[src/design/audio_serial_defs.svh]
`ifndef AUDIO_SERIAL_DEFS_SVH
`define AUDIO_SERIAL_DEFS_SVH

// ****************************************
// Register offsets and reset values
// ****************************************
`define CH8_ROUTE_OFFSET 8'h12
`define CFG_A_OFFSET 8'h13
`define CFG_B_OFFSET 8'h14
`define CH8_ROUTE_RESET 8'h07
`define CFG_A_RESET 8'h02
`define CFG_B_RESET 8'h48

// ****************************************
// Field positions
// ****************************************
`define CH8_LINE_POS 6
`define CH_EIGHT_SLOT_INDEX_MSB 5
`define ROLE_POS 7
`define AUTO_CLK_POS 6
`define PLL_BYP_POS 5
`define GATE_POS 4
`define FAMILY_POS 3
`define FREQ_MSB 2
`define RATE_MSB 7
`define RATE_LSB 4
`define RATIO_MSB 3

// ****************************************
// Timing
// ****************************************
`define BCLK_HALF_CYCLES 4'h2

`endif

[src/design/audio_serial_pkg.sv]
package audio_serial_pkg;

  // Who owns bit clock and frame sync
  typedef enum logic {
    ROLE_SLAVE = 1'b0,
    ROLE_MASTER = 1'b1
  } clock_role_e;

  typedef logic [11:0] frame_len_t;
  typedef logic [19:0] rate_hz_t;
  typedef logic [14:0] ref_khz_t;

endpackage

[src/design/audio_serial_clock_master_config.sv]
// How it works
// - Line bit 6 clear sends channel 8 on primary output, set on secondary.
// - Six-bit slot field: 0-31 left or TDM slot, 32-63 right half.
// - Channel 8 register resets to slot 7 on primary output.
// - Role bit 0 takes bit clock and frame sync in; 1 drives both.
// - Auto clock bit 0 derives dividers and PLL; 1 needs custom setup.
// - In auto mode PLL used when bypass bit 5 is 0.
// - Master gate bit 4 forces outgoing bit clock and frame sync off.
// - Master family bit 3: 0 is 48 kHz family, 1 is 44.1 kHz.
// - Three-bit code picks reference of 12 to 24.576 MHz in master mode.
// - Sample rate code 0-8 picks rate pair; 9-15 reserved.
// - Ratio code gives bit clocks per frame; 13-15 reserved.
// - Config B resets to 48h, config A to 02h.
// - Spec mode 1 takes reference as a frame sync multiple in master mode.
`timescale 1ns/1ps
`default_nettype none
`include "audio_serial_defs.svh"

module audio_serial_clock_master_config (
  input wire logic sys_clk, // System clock, 40 MHz
  input wire logic rstn, // Async reset, active low
  input wire logic ce, // Clock enable, freezes state when low
  input wire logic [7:0] reg_addr, // Register address on page 0
  input wire logic reg_wr, // Register write strobe
  input wire logic reg_rd, // Register read strobe
  input wire logic [7:0] reg_wdata, // Register write data
  output logic [7:0] reg_rdata, // Register read data
  input wire logic ref_clock_spec_mode, // Reference spec mode
  input wire logic bclk_in, // Bit clock pin input
  output logic bclk_out, // Bit clock pin output
  output logic bclk_oe_n, // Bit clock drive enable, low drives
  input wire logic frame_sync_in, // Frame sync pin input
  output logic frame_sync_out, // Frame sync pin output
  output logic frame_sync_oe_n, // Frame sync drive enable, low drives
  output logic bclk_sync, // Bit clock pin after synchroniser
  output logic frame_sync_sync, // Frame sync pin after synchroniser
  output logic [5:0] ch_eight_slot_index, // Channel 8 slot
  output logic ch_eight_line_select, // Channel 8 output line
  output logic ch_eight_on_primary, // Channel 8 on primary serial out
  output logic ch_eight_on_secondary, // Channel 8 on secondary pin
  output logic ch_eight_right_half, // Slot in right half of frame
  output logic [4:0] ch_eight_half_slot, // Slot within its half
  output audio_serial_pkg::clock_role_e clock_role_select, // Clock role
  output logic auto_clock_derive, // Dividers derived automatically
  output logic custom_clock_needed, // Custom clock setup required
  output logic pll_in_use, // PLL used in auto mode
  output logic outgoing_clock_gate, // Outgoing clocks gated
  output logic rate_family_select, // 1 is 44.1 kHz family
  output logic ref_from_frame_sync_multiple, // Ref is a frame sync multiple
  output audio_serial_pkg::frame_len_t frame_len, // Bit clocks per frame
  output audio_serial_pkg::rate_hz_t sample_rate_hz, // Sample rate in Hz
  output audio_serial_pkg::ref_khz_t ref_clock_khz, // Reference in kHz
  output logic rate_code_reserved, // Reserved sample rate code
  output logic ratio_code_reserved // Reserved ratio code
);

  // ****************************************
  // Register storage
  // ****************************************
  logic [6:0] ch8_q;
  logic [7:0] cfg_a_q;
  logic [7:0] cfg_b_q;
  logic [7:0] rdata_q;
  logic seen_q;
  logic master;
  logic codes_in_use;
  logic gen_bclk;
  logic gen_frame_sync;
  logic gen_run;

  // Decode of the register address, one helper shared by writes and reads
  function automatic logic [1:0] reg_sel(input logic [7:0] a);
    if (a == `CH8_ROUTE_OFFSET) begin
      reg_sel = 2'h1;
    end else if (a == `CFG_A_OFFSET) begin
      reg_sel = 2'h2;
    end else if (a == `CFG_B_OFFSET) begin
      reg_sel = 2'h3;
    end else begin
      reg_sel = 2'h0;
    end
  endfunction

  // Channel 8 routing; reserved bit 7 is not stored
  always_ff @(posedge sys_clk or negedge rstn) begin
    if (!rstn) begin
      ch8_q <= 7'(`CH8_ROUTE_RESET);
    end else if (ce && reg_wr && reg_sel(reg_addr) == 2'h1) begin
      ch8_q <= reg_wdata[6:0];
    end
  end

  // Master configuration A
  always_ff @(posedge sys_clk or negedge rstn) begin
    if (!rstn) begin
      cfg_a_q <= `CFG_A_RESET;
    end else if (ce && reg_wr && reg_sel(reg_addr) == 2'h2) begin
      cfg_a_q <= reg_wdata;
    end
  end

  // Master configuration B
  always_ff @(posedge sys_clk or negedge rstn) begin
    if (!rstn) begin
      cfg_b_q <= `CFG_B_RESET;
    end else if (ce && reg_wr && reg_sel(reg_addr) == 2'h3) begin
      cfg_b_q <= reg_wdata;
    end
  end

  // Read data is held until the next read; unmapped reads as zero
  always_ff @(posedge sys_clk or negedge rstn) begin
    if (!rstn) begin
      rdata_q <= 8'h00;
    end else if (ce && reg_rd) begin
      if (reg_sel(reg_addr) == 2'h1) begin
        rdata_q <= {1'b0, ch8_q};
      end else if (reg_sel(reg_addr) == 2'h2) begin
        rdata_q <= cfg_a_q;
      end else if (reg_sel(reg_addr) == 2'h3) begin
        rdata_q <= cfg_b_q;
      end else begin
        rdata_q <= 8'h00;
      end
    end
  end

  assign reg_rdata = rdata_q;

  // Marks the first enabled edge after reset, used only by checks
  always_ff @(posedge sys_clk or negedge rstn) begin
    if (!rstn) begin
      seen_q <= 1'b0;
    end else if (ce) begin
      seen_q <= 1'b1;
    end
  end

  // ****************************************
  // Field decode
  // ****************************************
  // Slot routing straight from the stored fields
  assign ch_eight_slot_index = ch8_q[`CH_EIGHT_SLOT_INDEX_MSB:0];
  assign ch_eight_line_select = ch8_q[`CH8_LINE_POS];
  assign ch_eight_on_primary = ~ch8_q[`CH8_LINE_POS];
  assign ch_eight_on_secondary = ch8_q[`CH8_LINE_POS];
  assign ch_eight_right_half = ch8_q[`CH_EIGHT_SLOT_INDEX_MSB];
  assign ch_eight_half_slot = ch8_q[4:0];

  // Role and clocking modes
  assign master = cfg_a_q[`ROLE_POS];
  assign clock_role_select = master ? audio_serial_pkg::ROLE_MASTER :
    audio_serial_pkg::ROLE_SLAVE;
  assign auto_clock_derive = ~cfg_a_q[`AUTO_CLK_POS];
  assign custom_clock_needed = cfg_a_q[`AUTO_CLK_POS];
  assign pll_in_use = auto_clock_derive & ~cfg_a_q[`PLL_BYP_POS];
  assign outgoing_clock_gate = master & cfg_a_q[`GATE_POS];
  assign rate_family_select = master & cfg_a_q[`FAMILY_POS];
  assign ref_from_frame_sync_multiple = master & ref_clock_spec_mode;

  // Rate and ratio codes are dropped only in automatic slave mode
  assign codes_in_use = master | custom_clock_needed;

  clock_code_decode u_decode (
    .sys_clk(sys_clk),
    .rstn(rstn),
    .ce(ce),
    .codes_in_use(codes_in_use),
    .master(master),
    .rate_family_select(cfg_a_q[`FAMILY_POS]),
    .ref_clock_spec_mode(ref_clock_spec_mode),
    .ref_clock_freq_code(cfg_a_q[`FREQ_MSB:0]),
    .sample_rate_code(cfg_b_q[`RATE_MSB:`RATE_LSB]),
    .bits_per_frame_code(cfg_b_q[`RATIO_MSB:0]),
    .frame_len(frame_len),
    .sample_rate_hz(sample_rate_hz),
    .ref_clock_khz(ref_clock_khz),
    .rate_code_reserved(rate_code_reserved),
    .ratio_code_reserved(ratio_code_reserved)
  );

  // ****************************************
  // Clock pins
  // ****************************************
  // Generator idles on a reserved ratio rather than emit a bad frame
  assign gen_run = master && frame_len != 12'h000;

  serial_clock_gen u_gen (
    .sys_clk(sys_clk),
    .rstn(rstn),
    .ce(ce),
    .run(gen_run),
    .frame_len(frame_len),
    .bclk_q(gen_bclk),
    .frame_sync_q(gen_frame_sync)
  );

  // Gate holds the pins low but still driven, so the bus never floats
  assign bclk_out = gen_bclk & ~outgoing_clock_gate;
  assign frame_sync_out = gen_frame_sync & ~outgoing_clock_gate;
  assign bclk_oe_n = ~master;
  assign frame_sync_oe_n = ~master;

  // Pin inputs pass two flops before use
  logic [1:0] bclk_meta_q;
  logic [1:0] frame_sync_meta_q;

  always_ff @(posedge sys_clk or negedge rstn) begin
    if (!rstn) begin
      bclk_meta_q <= 2'b00;
      frame_sync_meta_q <= 2'b00;
    end else if (ce) begin
      bclk_meta_q <= {bclk_meta_q[0], bclk_in};
      frame_sync_meta_q <= {frame_sync_meta_q[0], frame_sync_in};
    end
  end

  assign bclk_sync = bclk_meta_q[1];
  assign frame_sync_sync = frame_sync_meta_q[1];
endmodule // audio_serial_clock_master_config

`default_nettype wire

[src/design/clock_code_decode.sv]
`timescale 1ns/1ps
`default_nettype none
`include "audio_serial_defs.svh"

module clock_code_decode (
  input wire logic sys_clk, // System clock
  input wire logic rstn, // Async reset, active low
  input wire logic ce, // Clock enable
  input wire logic codes_in_use, // Rate and ratio codes honoured
  input wire logic master, // Master mode
  input wire logic rate_family_select, // 1 selects 44.1 kHz family in master mode
  input wire logic ref_clock_spec_mode, // 1 ref is a frame sync multiple
  input wire logic [2:0] ref_clock_freq_code, // Reference frequency code
  input wire logic [3:0] sample_rate_code, // Sample rate code
  input wire logic [3:0] bits_per_frame_code, // Bit clocks per frame code
  output audio_serial_pkg::frame_len_t frame_len, // Bit clocks per frame
  output audio_serial_pkg::rate_hz_t sample_rate_hz, // Sample rate in Hz
  output audio_serial_pkg::ref_khz_t ref_clock_khz, // Reference in kHz
  output logic rate_code_reserved, // Sample rate code reserved
  output logic ratio_code_reserved // Ratio code reserved
);

  // ****************************************
  // Code tables
  // ****************************************
  function automatic audio_serial_pkg::frame_len_t ratio_of(
    input logic [3:0] code
  );
    case (code)
      4'h0: ratio_of = 12'h010;
      4'h1: ratio_of = 12'h018;
      4'h2: ratio_of = 12'h020;
      4'h3: ratio_of = 12'h030;
      4'h4: ratio_of = 12'h040;
      4'h5: ratio_of = 12'h060;
      4'h6: ratio_of = 12'h080;
      4'h7: ratio_of = 12'h0C0;
      4'h8: ratio_of = 12'h100;
      4'h9: ratio_of = 12'h180;
      4'hA: ratio_of = 12'h200;
      4'hB: ratio_of = 12'h400;
      4'hC: ratio_of = 12'h800;
      default: ratio_of = 12'h000;
    endcase
  endfunction

  // Family bit picks the 44.1 kHz column
  function automatic audio_serial_pkg::rate_hz_t rate_of(
    input logic [3:0] code,
    input logic fam
  );
    case (code)
      4'h0: rate_of = fam ? 20'h01CB6 : 20'h01F40;
      4'h1: rate_of = fam ? 20'h0396C : 20'h03E80;
      4'h2: rate_of = fam ? 20'h05622 : 20'h05DC0;
      4'h3: rate_of = fam ? 20'h072D8 : 20'h07D00;
      4'h4: rate_of = fam ? 20'h0AC44 : 20'h0BB80;
      4'h5: rate_of = fam ? 20'h15888 : 20'h17700;
      4'h6: rate_of = fam ? 20'h2B110 : 20'h2EE00;
      4'h7: rate_of = fam ? 20'h56220 : 20'h5DC00;
      4'h8: rate_of = fam ? 20'hAC440 : 20'hBB800;
      default: rate_of = 20'h00000;
    endcase
  endfunction

  function automatic audio_serial_pkg::ref_khz_t ref_of(
    input logic [2:0] code
  );
    case (code)
      3'h0: ref_of = 15'h2EE0;
      3'h1: ref_of = 15'h3000;
      3'h2: ref_of = 15'h32C8;
      3'h3: ref_of = 15'h3E80;
      3'h4: ref_of = 15'h4B00;
      3'h5: ref_of = 15'h4CE0;
      3'h6: ref_of = 15'h5DC0;
      default: ref_of = 15'h6000;
    endcase
  endfunction

  // ****************************************
  // Registered decode
  // ****************************************
  // Codes are ignored in automatic slave mode, so outputs read zero
  always_ff @(posedge sys_clk or negedge rstn) begin
    if (!rstn) begin
      frame_len <= 12'h000;
      sample_rate_hz <= 20'h00000;
      ratio_code_reserved <= 1'b0;
      rate_code_reserved <= 1'b0;
    end else if (ce) begin
      frame_len <= codes_in_use ? ratio_of(bits_per_frame_code) : 12'h000;
      sample_rate_hz <= codes_in_use ?
        rate_of(sample_rate_code, rate_family_select & master) : 20'h00000;
      ratio_code_reserved <= codes_in_use && bits_per_frame_code > 4'hC;
      rate_code_reserved <= codes_in_use && sample_rate_code > 4'h8;
    end
  end

  // Fixed code only counts in master mode with spec mode clear
  always_ff @(posedge sys_clk or negedge rstn) begin
    if (!rstn) begin
      ref_clock_khz <= 15'h0000;
    end else if (ce) begin
      ref_clock_khz <= (master && !ref_clock_spec_mode) ?
        ref_of(ref_clock_freq_code) : 15'h0000;
    end
  end
endmodule // clock_code_decode

`default_nettype wire

[src/design/serial_clock_gen.sv]
`timescale 1ns/1ps
`default_nettype none
`include "audio_serial_defs.svh"

module serial_clock_gen (
  input wire logic sys_clk, // System clock
  input wire logic rstn, // Async reset, active low
  input wire logic ce, // Clock enable
  input wire logic run, // Master mode with a valid ratio
  input wire audio_serial_pkg::frame_len_t frame_len, // Bit clocks per frame
  output logic bclk_q, // Generated bit clock
  output logic frame_sync_q // Generated frame sync, first bit high
);

  logic [3:0] half_cnt_q;
  logic [11:0] bit_cnt_q;
  logic fall;

  // Bit clock falls on the last half-period count while high
  assign fall = bclk_q && half_cnt_q == `BCLK_HALF_CYCLES - 4'h1;

  // ****************************************
  // Bit clock divider
  // ****************************************
  always_ff @(posedge sys_clk or negedge rstn) begin
    if (!rstn) begin
      half_cnt_q <= 4'h0;
      bclk_q <= 1'b0;
    end else if (ce) begin
      if (!run) begin
        half_cnt_q <= 4'h0;
        bclk_q <= 1'b0;
      end else if (half_cnt_q == `BCLK_HALF_CYCLES - 4'h1) begin
        half_cnt_q <= 4'h0;
        bclk_q <= ~bclk_q;
      end else begin
        half_cnt_q <= half_cnt_q + 4'h1;
      end
    end
  end

  // Frame counter advances on falling bit clock so sync is stable on rise
  always_ff @(posedge sys_clk or negedge rstn) begin
    if (!rstn) begin
      bit_cnt_q <= 12'h000;
      frame_sync_q <= 1'b0;
    end else if (ce) begin
      if (!run) begin
        bit_cnt_q <= 12'h000;
        frame_sync_q <= 1'b0;
      end else if (fall) begin
        if (bit_cnt_q >= frame_len - 12'h001) begin
          bit_cnt_q <= 12'h000;
          frame_sync_q <= 1'b1;
        end else begin
          bit_cnt_q <= bit_cnt_q + 12'h001;
          frame_sync_q <= 1'b0;
        end
      end
    end
  end
endmodule // serial_clock_gen

`default_nettype wire
[config.mk]
export PLATFORM = sky130hd
export DESIGN_NAME = audio_serial_clock_master_config
export DESIGN_NICKNAME = d
export VERILOG_FILES = /design/src/design/audio_serial_pkg.sv /design/src/design/audio_serial_clock_master_config.sv /design/src/design/clock_code_decode.sv /design/src/design/serial_clock_gen.sv
export VERILOG_INCLUDE_DIRS = /design/src /design/src/design
export SDC_FILE = /design/constraint.sdc
export NUM_CORES = 1
export LEC_CHECK = 0
export BUFFER_PORTS_ARGS = -buffer_cell sky130_fd_sc_hd__buf_4
export CAP_MARGIN = 15
export CORE_ASPECT_RATIO = 1.5
export CORE_MARGIN = 10
export CORE_UTILIZATION = 55
export CTS_BUF_LIST = sky130_fd_sc_hd__clkbuf_16
export CTS_CLUSTER_DIAMETER = 120
export DETAILED_ROUTE_END_ITERATION = 10
export PLACE_DENSITY = 0.87
export REMOVE_ABC_BUFFERS = 1
export SLEW_MARGIN = 20
export SYNTH_ARGS = -nofsm -noshare
export SYNTH_HDL_FRONTEND = slang
export SYNTH_SLANG_ARGS = --single-unit
[constraint.sdc]
create_clock -name sys_clk -period 2.6 [get_ports sys_clk]
set_input_delay 0.39 -clock sys_clk [delete_from_list [all_inputs] [get_ports sys_clk]]
set_output_delay 0.39 -clock sys_clk [all_outputs]
set_load 0.05 [all_outputs]
Yosys cells after proc, flatten, opt, wreduce, memory -nomap -nowiden
Memory sizes are Yosys's and may differ from the RTL's.
Index checks and enable logic that the tools add are counted.
Widths: inputs -> output; s select.
{ "word_totals": {"word_cells": 114, "memories": 1, "mem_bits_ro": 144, "ff_bits": 102, "output_inout_bits": 85} }
{ "op_classes": {"add_sub_neg": 3, "magnitude_cmp": 3, "mux": 37, "bitwise_logic": 13, "n_eq_ne": 26, "reduce_logical": 16} }
{ "memory_table": {"columns": ["memory", "depth", "word_bits", "read_ports", "rd_clocked_by_memory_dff", "write_ports", "line_no", "source"], "rows": [
  ["(no name shown)", 16, 9, 1, 0, 0, "clock_code_decode.sv:29", "case (code)"]
]} }
{ "ops": {"columns": ["op", "count"], "rows": [
  ["$pmux 20 s9", 1],
  ["$pmux 15 s7", 1],
  ["$mux 12", 6],
  ["$mux 15", 2],
  ["$eq 8x5->1 const B", 3],
  ["$mux 8", 3],
  ["$mux 20", 1],
  ["$mux 2", 9],
  ["$mux 17", 1],
  ["$eq 4x3->1 const B", 4],
  ["$mux 16", 1],
  ["$mux 14", 1],
  ["$mux 13", 1],
  ["$add 12x1->12 const B", 1],
  ["$ge 12x12->1", 1],
  ["$reduce_bool 12->1", 1],
  ["$sub 12x1->12 const B", 1],
  ["$mux 11", 1],
  ["$logic_and 1x1->1", 10],
  ["$mux 10", 1],
  ["$eq 3x3->1 const B", 3],
  ["$eq 2x2->1 const B", 4],
  ["$eq 4x1->1 const B", 2],
  ["$eq 4x2->1 const B", 2],
  ["other kinds (16)", 37]
]} }

Longest topological paths before layout
Gate-level depths: netlist of run 1.
{ "depth": {"depth_word": 16, "depth_mapped": 11, "mapped_depth_nobuf": 11} }

Modules after synthesis
Synthesis of run 1 repeated with hierarchy kept, for this count alone.
{ "hier_totals": {"hier_cells": 526, "hier_area_um2": 5397.7} }
{ "by_module_without_submodules": {"columns": ["mod", "n_inst", "cells_per_inst", "area_per_inst_um2"], "rows": [
  ["clock_code_decode", 1, 213, 2168.3],
  ["audio_serial_clock_master_config", 1, 141, 1739.2],
  ["serial_clock_gen", 1, 172, 1490.2]
]} }

Least setup slack after synthesis of run 1
No wires, ideal clock.
{ "synth_timing": {"path_kind": "reg-to-reg", "start": "register u_decode.frame_len[8]", "end": "register u_gen.bit_cnt_q[10]", "stages_incl_launch_ff": 10, "t_arrival_ns": 2.504, "path_buffers": 0, "setup_ns": 0.141, "period_less_slack_ns": 2.645, "t_required_ns": 2.459, "path_slack_ns": -0.045, "cell_sequence": "dfrtp_1 or3_4 nor3_1 xnor2_1 ha_1 nand2_1 o21ai_0 a21oi_1 o21ai_1 nor2_1"} }
{ "synth_between": {"elab_chain_len": 5, "elab_cells_between_ends": 9} }
{ "synth_rtl": {"columns": ["item", "line_no", "source"], "rows": [
  ["start: declaration", "clock_code_decode.sv:16", "output audio_serial_pkg::frame_len_t frame_len,"],
  ["start signal: assignment", "clock_code_decode.sv:92", "frame_len <= codes_in_use ? ratio_of(bits_per_frame_code) : 12'h000;"],
  ["$sub 12x1->12", "serial_clock_gen.sv:52", "if (bit_cnt_q >= frame_len - 12'h001) begin"],
  ["$ge 12x12->1", "serial_clock_gen.sv:52", null],
  ["$mux 12", "serial_clock_gen.sv:52", null],
  ["$mux 12", "serial_clock_gen.sv:51", "end else if (fall) begin"],
  ["$mux 12", "serial_clock_gen.sv:48", "if (!run) begin"],
  ["end signal: assignment", "serial_clock_gen.sv:56", "bit_cnt_q <= bit_cnt_q + 12'h001;"],
  ["end: declaration", "serial_clock_gen.sv:16", "logic [11:0] bit_cnt_q;"]
]} }
Parallel ways exist; a longest one is shown, timed or not. The select of a mux whose other input is x is not followed.
A chain may end at the register's enable or synchronous reset.

Final worst setup path of run 1
{ "layout_timing": {"start": "register u_decode.frame_len[7]", "end": "register u_gen.bit_cnt_q[6]"} }
Same word-level chain as after synthesis.

==> results.sh, run 1 <==
export IMPL_outcome="finished, final reports clean"
export IMPL_antenna_found_initial=0
export IMPL_synth_main_ff_cell="dfrtp_1"
export IMPL_synth_top_area_cell="dfrtp_1"
export IMPL_antenna_cells=0
export IMPL_grt_max_degree=66
export IMPL_crit_path_start="u_decode.frame_len[7]"
export IMPL_drv_cap=0
export IMPL_min_period_over_period_pct=92.2
export IMPL_clk_latency_ps=340
export IMPL_drtAntennaViolNets=0
export IMPL_finish_net_count=614
export IMPL_p_leak_uw=0.00286
export IMPL_max_slew_margin_rel_pct=48.0
export IMPL_drive_gt1_share_pct=27.9
export IMPL_vias=4140
export IMPL_first_pass_iters=4
export IMPL_synth_edff_count=0
export IMPL_hp_class="in2reg"
export IMPL_wl_mm=13.5
export IMPL_drc=0
export IMPL_drt_iter0_drc=323
export IMPL_portBuffers=100
export IMPL_rsz0062_at_grt="no"
export IMPL_worstMarginPinSlew_ps=774
export IMPL_row_count=42
export IMPL_synthCells=492
export IMPL_boundaryPins=109
export IMPL_postCtsSetupBuffers=0
export IMPL_grt_pass1_vias=4409
export IMPL_synth_cell_area_sq_um=4960
export IMPL_synth_seq_cells=94
export IMPL_cp_end_kind="flip-flop"
export IMPL_crit_type="reg2reg"
export IMPL_grt_total_usage_pct=20.0
export IMPL_fmax_mhz=417
export IMPL_reg2reg_depth=10
export IMPL_dieWidth_microns=97.6
export IMPL_fin_skew_ps=7.16
export IMPL_wl_per_cell_microns=19.5
export IMPL_cts_sinks=94
export IMPL_synth_distinct_cells=59
export IMPL_coreArea_sq_um=8830
export IMPL_crit_path_end="u_gen.bit_cnt_q[6]"
export IMPL_rrSetupSlack_ps=200
export IMPL_setup_ws_ps=204
export IMPL_reg2reg_from="u_decode.frame_len[7]"
export IMPL_clkTransAtPathRegs_ps=60
export IMPL_cts_tree="done"
export IMPL_hold_viol=0
export IMPL_final_max_slew_viol_count=0
export IMPL_r2r_end="u_gen.bit_cnt_q[6]"
export IMPL_clk_path_buf_depth=2
export IMPL_cts_root_buf="clkbuf_16"
export IMPL_place_gp_congestion=0.884
export IMPL_crit_fanout=10
export IMPL_die_height_microns=136
export IMPL_gr_total_overflow=0
export IMPL_dp_hpwl_mm=10.2
export IMPL_async_reset_ff_share_pct=100
export IMPL_yosysSeqAreaShare_pct=47.5
export IMPL_synth_area_leaders="dfrtp_1 (44%), mux2_2 (6.1%), ha_1 (3.5%)"
export IMPL_area_growth_pct=22.0
export IMPL_synth_top_area_share_pct=44.4
export IMPL_vdd_drop_max_v=0.000384
export IMPL_grt_pass1_wl_mm=21.7
export IMPL_yosys_warnings=0
export IMPL_startpoint_type="flip-flop"
export IMPL_power_total_uw=3250
export IMPL_p_per_area_nw_per_um2=537
export IMPL_period_needed_ps=2400
export IMPL_via_per_inst=5.99
export IMPL_cts_made_buffers=9
export IMPL_final_setup_viol_count=0
export IMPL_htreeDepth=3
export IMPL_start_util_pct=56.2
export IMPL_required_ps=2870
export IMPL_place_ws_ps=165
export IMPL_synth_avg_cell_area_sq_um=10.1
export IMPL_dieArea_sq_um=13300
export IMPL_critPathArrivalTime_ps=2660
-- area by class of cell --
cell class | count | area (sq um)
clock buffer | 9 | 225
clock inverter | 7 | 82.6
fill | 668 | 2770
inverter | 24 | 90.1
multi-input combinational | 338 | 2330
sequential | 94 | 2360
tap | 110 | 138
timing repair buffer | 109 | 833
-- through the flow --
stage	setup TNS, ps	cell area (sq um)	hold slack, ps	cells	utilization, %
5_1_grt	0	6060	272	691	68.6
4_1_cts	0	6050	273	691	68.5
6_report	0	6060	282	691	68.6
3_5_place_dp	0	5730	345	674	64.9
3_3_place_gp	0	5730	341	674	64.9
2_1_floorplan	-411	4770	94.4	456	-
-- cells by family (layout without fill, tap and decap cells) --
logic type | Yosys count | in the layout | share of synthesized area (%)
buffers and inverters | 67 | 149 | 6.30
AND/OR/NAND/NOR | 127 | 127 | 12.6
XOR/XNOR | 24 | 24 | 4.23
multiplexers | 30 | 30 | 6.73
adder cells (fa/ha/maj) | 14 | 14 | 3.53
other | 1 | 8 | 0.0755
AO/OA/AOI/OAI | 135 | 135 | 19.1
flip-flops | 94 | 94 | 47.5
-- timing repair --
action                                  4_1_cts  5_1_grt
hold buffers                                  1        0
gates resized for setup                       0        3
endpoints found under the setup margin        0       12
hold endpoints to repair                     28        0
-- layer usage --
layer	vias up	track usage [%]	part of all wire, %	wire length [microns]
li1	1927	-	-	-
met1	2027	22.0	39	5210
met2	146	34.5	52	7060
met3	40	5.69	5.4	735
met4	0	10.1	3.6	479
met5	-	0	0	0
-- critical path: stages (launching register included) --
cell and delay, ps:
dfrtp_1 450, or3_4 430, nor3_1 230, xnor2_1 150
ha_1 260, a21oi_1 150, o21ai_1 110, a21oi_1 160
o21ai_1 70, buf_4 180, nor2_1 130
-- worst min-delay path by stage --
| stage | start | endpoint | slack (ps) | depth (start not counted) |
|---|---|---|---|---|
| after detailed placement | rstn | frame_sync_meta_q[1] | 350 | 1 |
| after global routing | frame_sync_in | frame_sync_meta_q[0] | 270 | 2 |
| after CTS | frame_sync_in | frame_sync_meta_q[0] | 270 | 2 |
| after global placement | rstn | frame_sync_meta_q[0] | 340 | 1 |
| after floorplan | rstn | bclk_meta_q[0] | 90 | 0 |
| final | frame_sync_in | frame_sync_meta_q[0] | 280 | 2 |
-- registers in the layout, summed over array words and instances, names as in the netlist, 4 cells and up --
register                 cells
reg_rdata                    8
cfg_a_q                      8
cfg_b_q                      8
u_gen.half_cnt_q             4
u_gen.bit_cnt_q             12
u_decode.ref_clock_khz      11
u_decode.frame_len           9
u_decode.sample_rate_hz     19
ch8_q                        7
-- power breakdown --
| part | switching, uW | internal (uW) | total [uW] | leakage [uW] |
|---|---|---|---|---|
| clock | 544 | 829 | 1370 | 0.000153 |
| combinational | 236 | 111 | 347 | 0.00143 |
| sequential | 38.1 | 1490 | 1530 | 0.00128 |
-- cells in the mapped netlist, drive strengths merged (6+ instances only) --
cell type	n
dfrtp	88
nand2	38
a21oi	33
nor2	33
mux2	27
o21ai	25
clkbuf	23
inv	23
buf	20
o2bb2ai	18
xnor2	16
ha	14
nand3	14
a22oi	9
a211oi	8
o32ai	8
xor2	8
nand4	7
a22o	6
a32o	6
dfstp	6
nor3	6
-- cells in the final DEF, fill, tap and decap left out, types with 2 or more instances in the layout --
cell type	synthesis	routed
nor4b_1	2	2
o21ai_0	22	21
nor2b_1	2	2
and3_1	3	3
nor2_1	33	33
nand2_1	38	38
and4_1	2	2
xnor2_1	16	16
o22ai_1	3	3
mux2_2	27	27
clkinv_1	1	3
o2bb2ai_1	18	18
a31oi_1	3	3
nand4_1	7	7
mux2i_1	3	3
nand2b_1	5	5
clkbuf_16	0	9
o21ai_1	2	3
dfstp_2	6	6
inv_1	22	24
or3_1	2	2
o32ai_1	8	8
bufinv_16	0	2
ha_1	14	14
conb_1	1	8
a22oi_1	9	9
and2_1	3	3
dfrtp_1	88	88
a32o_1	6	6
nor3b_1	2	2
buf_4	16	107
a211oi_1	8	8
nor3_1	6	5
a22o_1	6	6
xor2_1	8	8
a21o_1	3	3
o31ai_1	4	4
nand3_1	14	14
a21oi_1	33	32
(Power assumes the default switching activity.)
==> inputs of run 2 (changes only) <==
ABC_CLOCK_PERIOD_IN_PS = 2100   (was unset)
CORE_UTILIZATION = 49   (was 55)
PLACE_DENSITY = 0.82   (was 0.87)
clock period = 2.1 ns   (was 2.6 ns; I/O delays follow)
==> run 2 against run 1 <==
Net effect: the run now ends with negative setup slack left; global-route usage down 0.68 points; sequential cell count did not move; design area is 5.2% higher; non-clock buffer count increased by 24; register-to-register slack worse by 380 ps; critical path depth rose by 1; sequential power is 24% higher; utilization shrank 5.0 points.
==> results.sh, run 2 (synthesized netlist as in run 1, its figures left out) <==
export IMPL_via_per_inst=5.96
export IMPL_regMostFlops="u_decode.sample_rate_hz"
export IMPL_wl_met1_mm=5.22
export IMPL_cts_tree="done"
export IMPL_grt_max_degree=42
export IMPL_min_period_over_period_pct=109
export IMPL_rrSetupSlack_ps=-180
export IMPL_cpMaxStageDelayCell="or3_4"
export IMPL_tns_ps=-1880
export IMPL_p_leak_uw=0.00301
export IMPL_cp_num_buf_inv=1
export IMPL_hp_class="in2reg"
export IMPL_reg2reg_depth=11
export IMPL_finish_net_count=638
export IMPL_place_ws_ps=-249
export IMPL_hold_ws_ps=210
export IMPL_wl_per_cell_microns=19.2
export IMPL_grt_pass1_vias=4550
export IMPL_gr_total_overflow=0
export IMPL_cts_root_buf="clkbuf_16"
export IMPL_dieArea_sq_um=14600
export IMPL_cp_end_kind="flip-flop"
export IMPL_required_ps=2330
export IMPL_outcome="finished with violations"
export IMPL_largestRegisters="u_decode.sample_rate_hz (19), u_gen.bit_cnt_q (12), u_decode.ref_clock_khz (11)"
export IMPL_antenna_cells=0
export IMPL_cts_made_buffers=9
export IMPL_worstMarginPinSlew_ps=754
export IMPL_power_total_uw=4040
export IMPL_critPathArrivalTime_ps=2500
export IMPL_die_height_microns=143
export IMPL_start_util_pct=49.5
export IMPL_final_max_slew_viol_count=0
export IMPL_critPathTopFamily="simple AND/OR/NAND/NOR gates"
export IMPL_drt_iter0_drc=440
export IMPL_drive_gt1_share_pct=34.7
export IMPL_p_per_area_nw_per_um2=634
export IMPL_drv_cap=0
export IMPL_row_count=45
export IMPL_cpMostUsedCell="o21ai_2"
export IMPL_dr_wl_met2_mm=7.19
export IMPL_path_depth=11
export IMPL_final_common_cell="buf_4"
export IMPL_crit_chain="or3_4 > nor2_1 > nand2_1 > xor2_1 > ha_1 > nand2_2 > o21ai_2 > a21oi_2 > o21ai_2 > buf_6 > nor2_2"
export IMPL_area_growth_pct=28.3
export IMPL_largest_reg_flops=19
export IMPL_portBuffers=100
export IMPL_vdd_drop_max_v=0.000380
export IMPL_max_slew_margin_rel_pct=49.7
export IMPL_wl_mm=13.8
export IMPL_drc=0
export IMPL_routed_top_layer="met4"
export IMPL_clk_path_buf_depth=2
export IMPL_reg2reg_from="u_decode.frame_len[7]"
export IMPL_boundaryPins=109
export IMPL_final_setup_viol_count=13
export IMPL_antenna_found_initial=0
export IMPL_fmax_mhz=439
export IMPL_fin_skew_ps=6.48
export IMPL_critPathMaxStageDelay_ps=410
export IMPL_setup_ws_ps=-180
export IMPL_dpl_instance_area_sq_um=5900
export IMPL_clkTransAtPathRegs_ps=60
export IMPL_final_area_sq_um=6370
export IMPL_crit_fanout=5
export IMPL_violations="negative setup slack"
export IMPL_place_gp_congestion=0.890
export IMPL_htreeDepth=3
export IMPL_crit_path_start="u_decode.frame_len[7]"
export IMPL_clk_latency_ps=340
export IMPL_wl_met3_microns=978
export IMPL_dieWidth_microns=102
export IMPL_cts_sinks=94
export IMPL_crit_path_end="u_gen.bit_cnt_q[9]"
export IMPL_period_needed_ps=2280
export IMPL_first_pass_iters=5
export IMPL_coreArea_sq_um=10000
export IMPL_vias=4306
export IMPL_startpoint_type="flip-flop"
export IMPL_drtAntennaViolNets=0
export IMPL_grt_pass1_wl_mm=22.4
export IMPL_grt_total_usage_pct=19.3
export IMPL_crit_type="reg2reg"
export IMPL_dp_hpwl_mm=10.2
export IMPL_final_cell_mix="buf_4 (129), dfrtp_1 (88), nand2_1 (36), a21oi_1 (28), mux2_2 (27)"
export IMPL_hold_viol=0
export IMPL_rsz0062_at_grt="yes"
export IMPL_r2r_end="u_gen.bit_cnt_q[9]"
## run 2: cell count changes in the layout (fill, tap and decap cells not counted), moves of 3 or more
cell	previous run	this run
o21ai_0	21	18
a21oi_2	1	5
buf_4	107	129
nor2_2	0	7
a21oi_1	32	28
nor2_1	33	26
## run 2: how the worst min path moves through the flow
stage | start | end | slack (ps) | depth (start not counted)
after global placement | rstn | frame_sync_meta_q[1] | 310 | 1
after floorplan | rstn | bclk_meta_q[0] | 20 | 0
after detailed placement | rstn | frame_sync_meta_q[1] | 320 | 1
after CTS | frame_sync_in | frame_sync_meta_q[0] | 200 | 2
after global routing | bclk_in | bclk_meta_q[0] | 210 | 2
final | frame_sync_in | frame_sync_meta_q[0] | 210 | 2
## run 2: per-stage QoR
stage | cells | util, %
after floorplan | 456 | -
after global placement | 702 | 58.8
after detailed placement | 702 | 58.8
after CTS | 720 | 63.0
after global routing | 722 | 63.6
final | 722 | 63.6
## run 2: repair_timing
| action | 4_1_cts | 5_1_grt |
|---|---|---|
| hold endpoints to repair | 35 | 0 |
| gates resized for setup | 24 | 14 |
| setup buffers | 1 | 1 |
| hold buffers | 1 | 0 |
| setup endpoints to repair | 13 | 13 |
| gates cloned | 0 | 1 |
| pin swaps | 7 | 10 |
## run 2: power by group
part | switching (uW) | internal, uW | total [uW]
Clock | 663 | 1030 | 1690
Combinational | 308 | 153 | 461
Sequential | 43.1 | 1850 | 1890
## run 2: layout make-up
type	count	area, sq um
Multi-Input combinational cell	338	2450
Inverter	24	90.1
Sequential cell	94	2360
Fill cell	799	3650
Tap cell	117	146
Clock buffer	9	225
Timing Repair Buffer	133	1020
Clock inverter	7	81.3
## run 2: per-layer routing
layer / global-route usage, % / vias to the layer above
met4: 9.39 / 0
met3: 4.93 / 46
li1: - / 1972
met2: 33.2 / 201
met5: 0 / -
met1: 21.5 / 2087
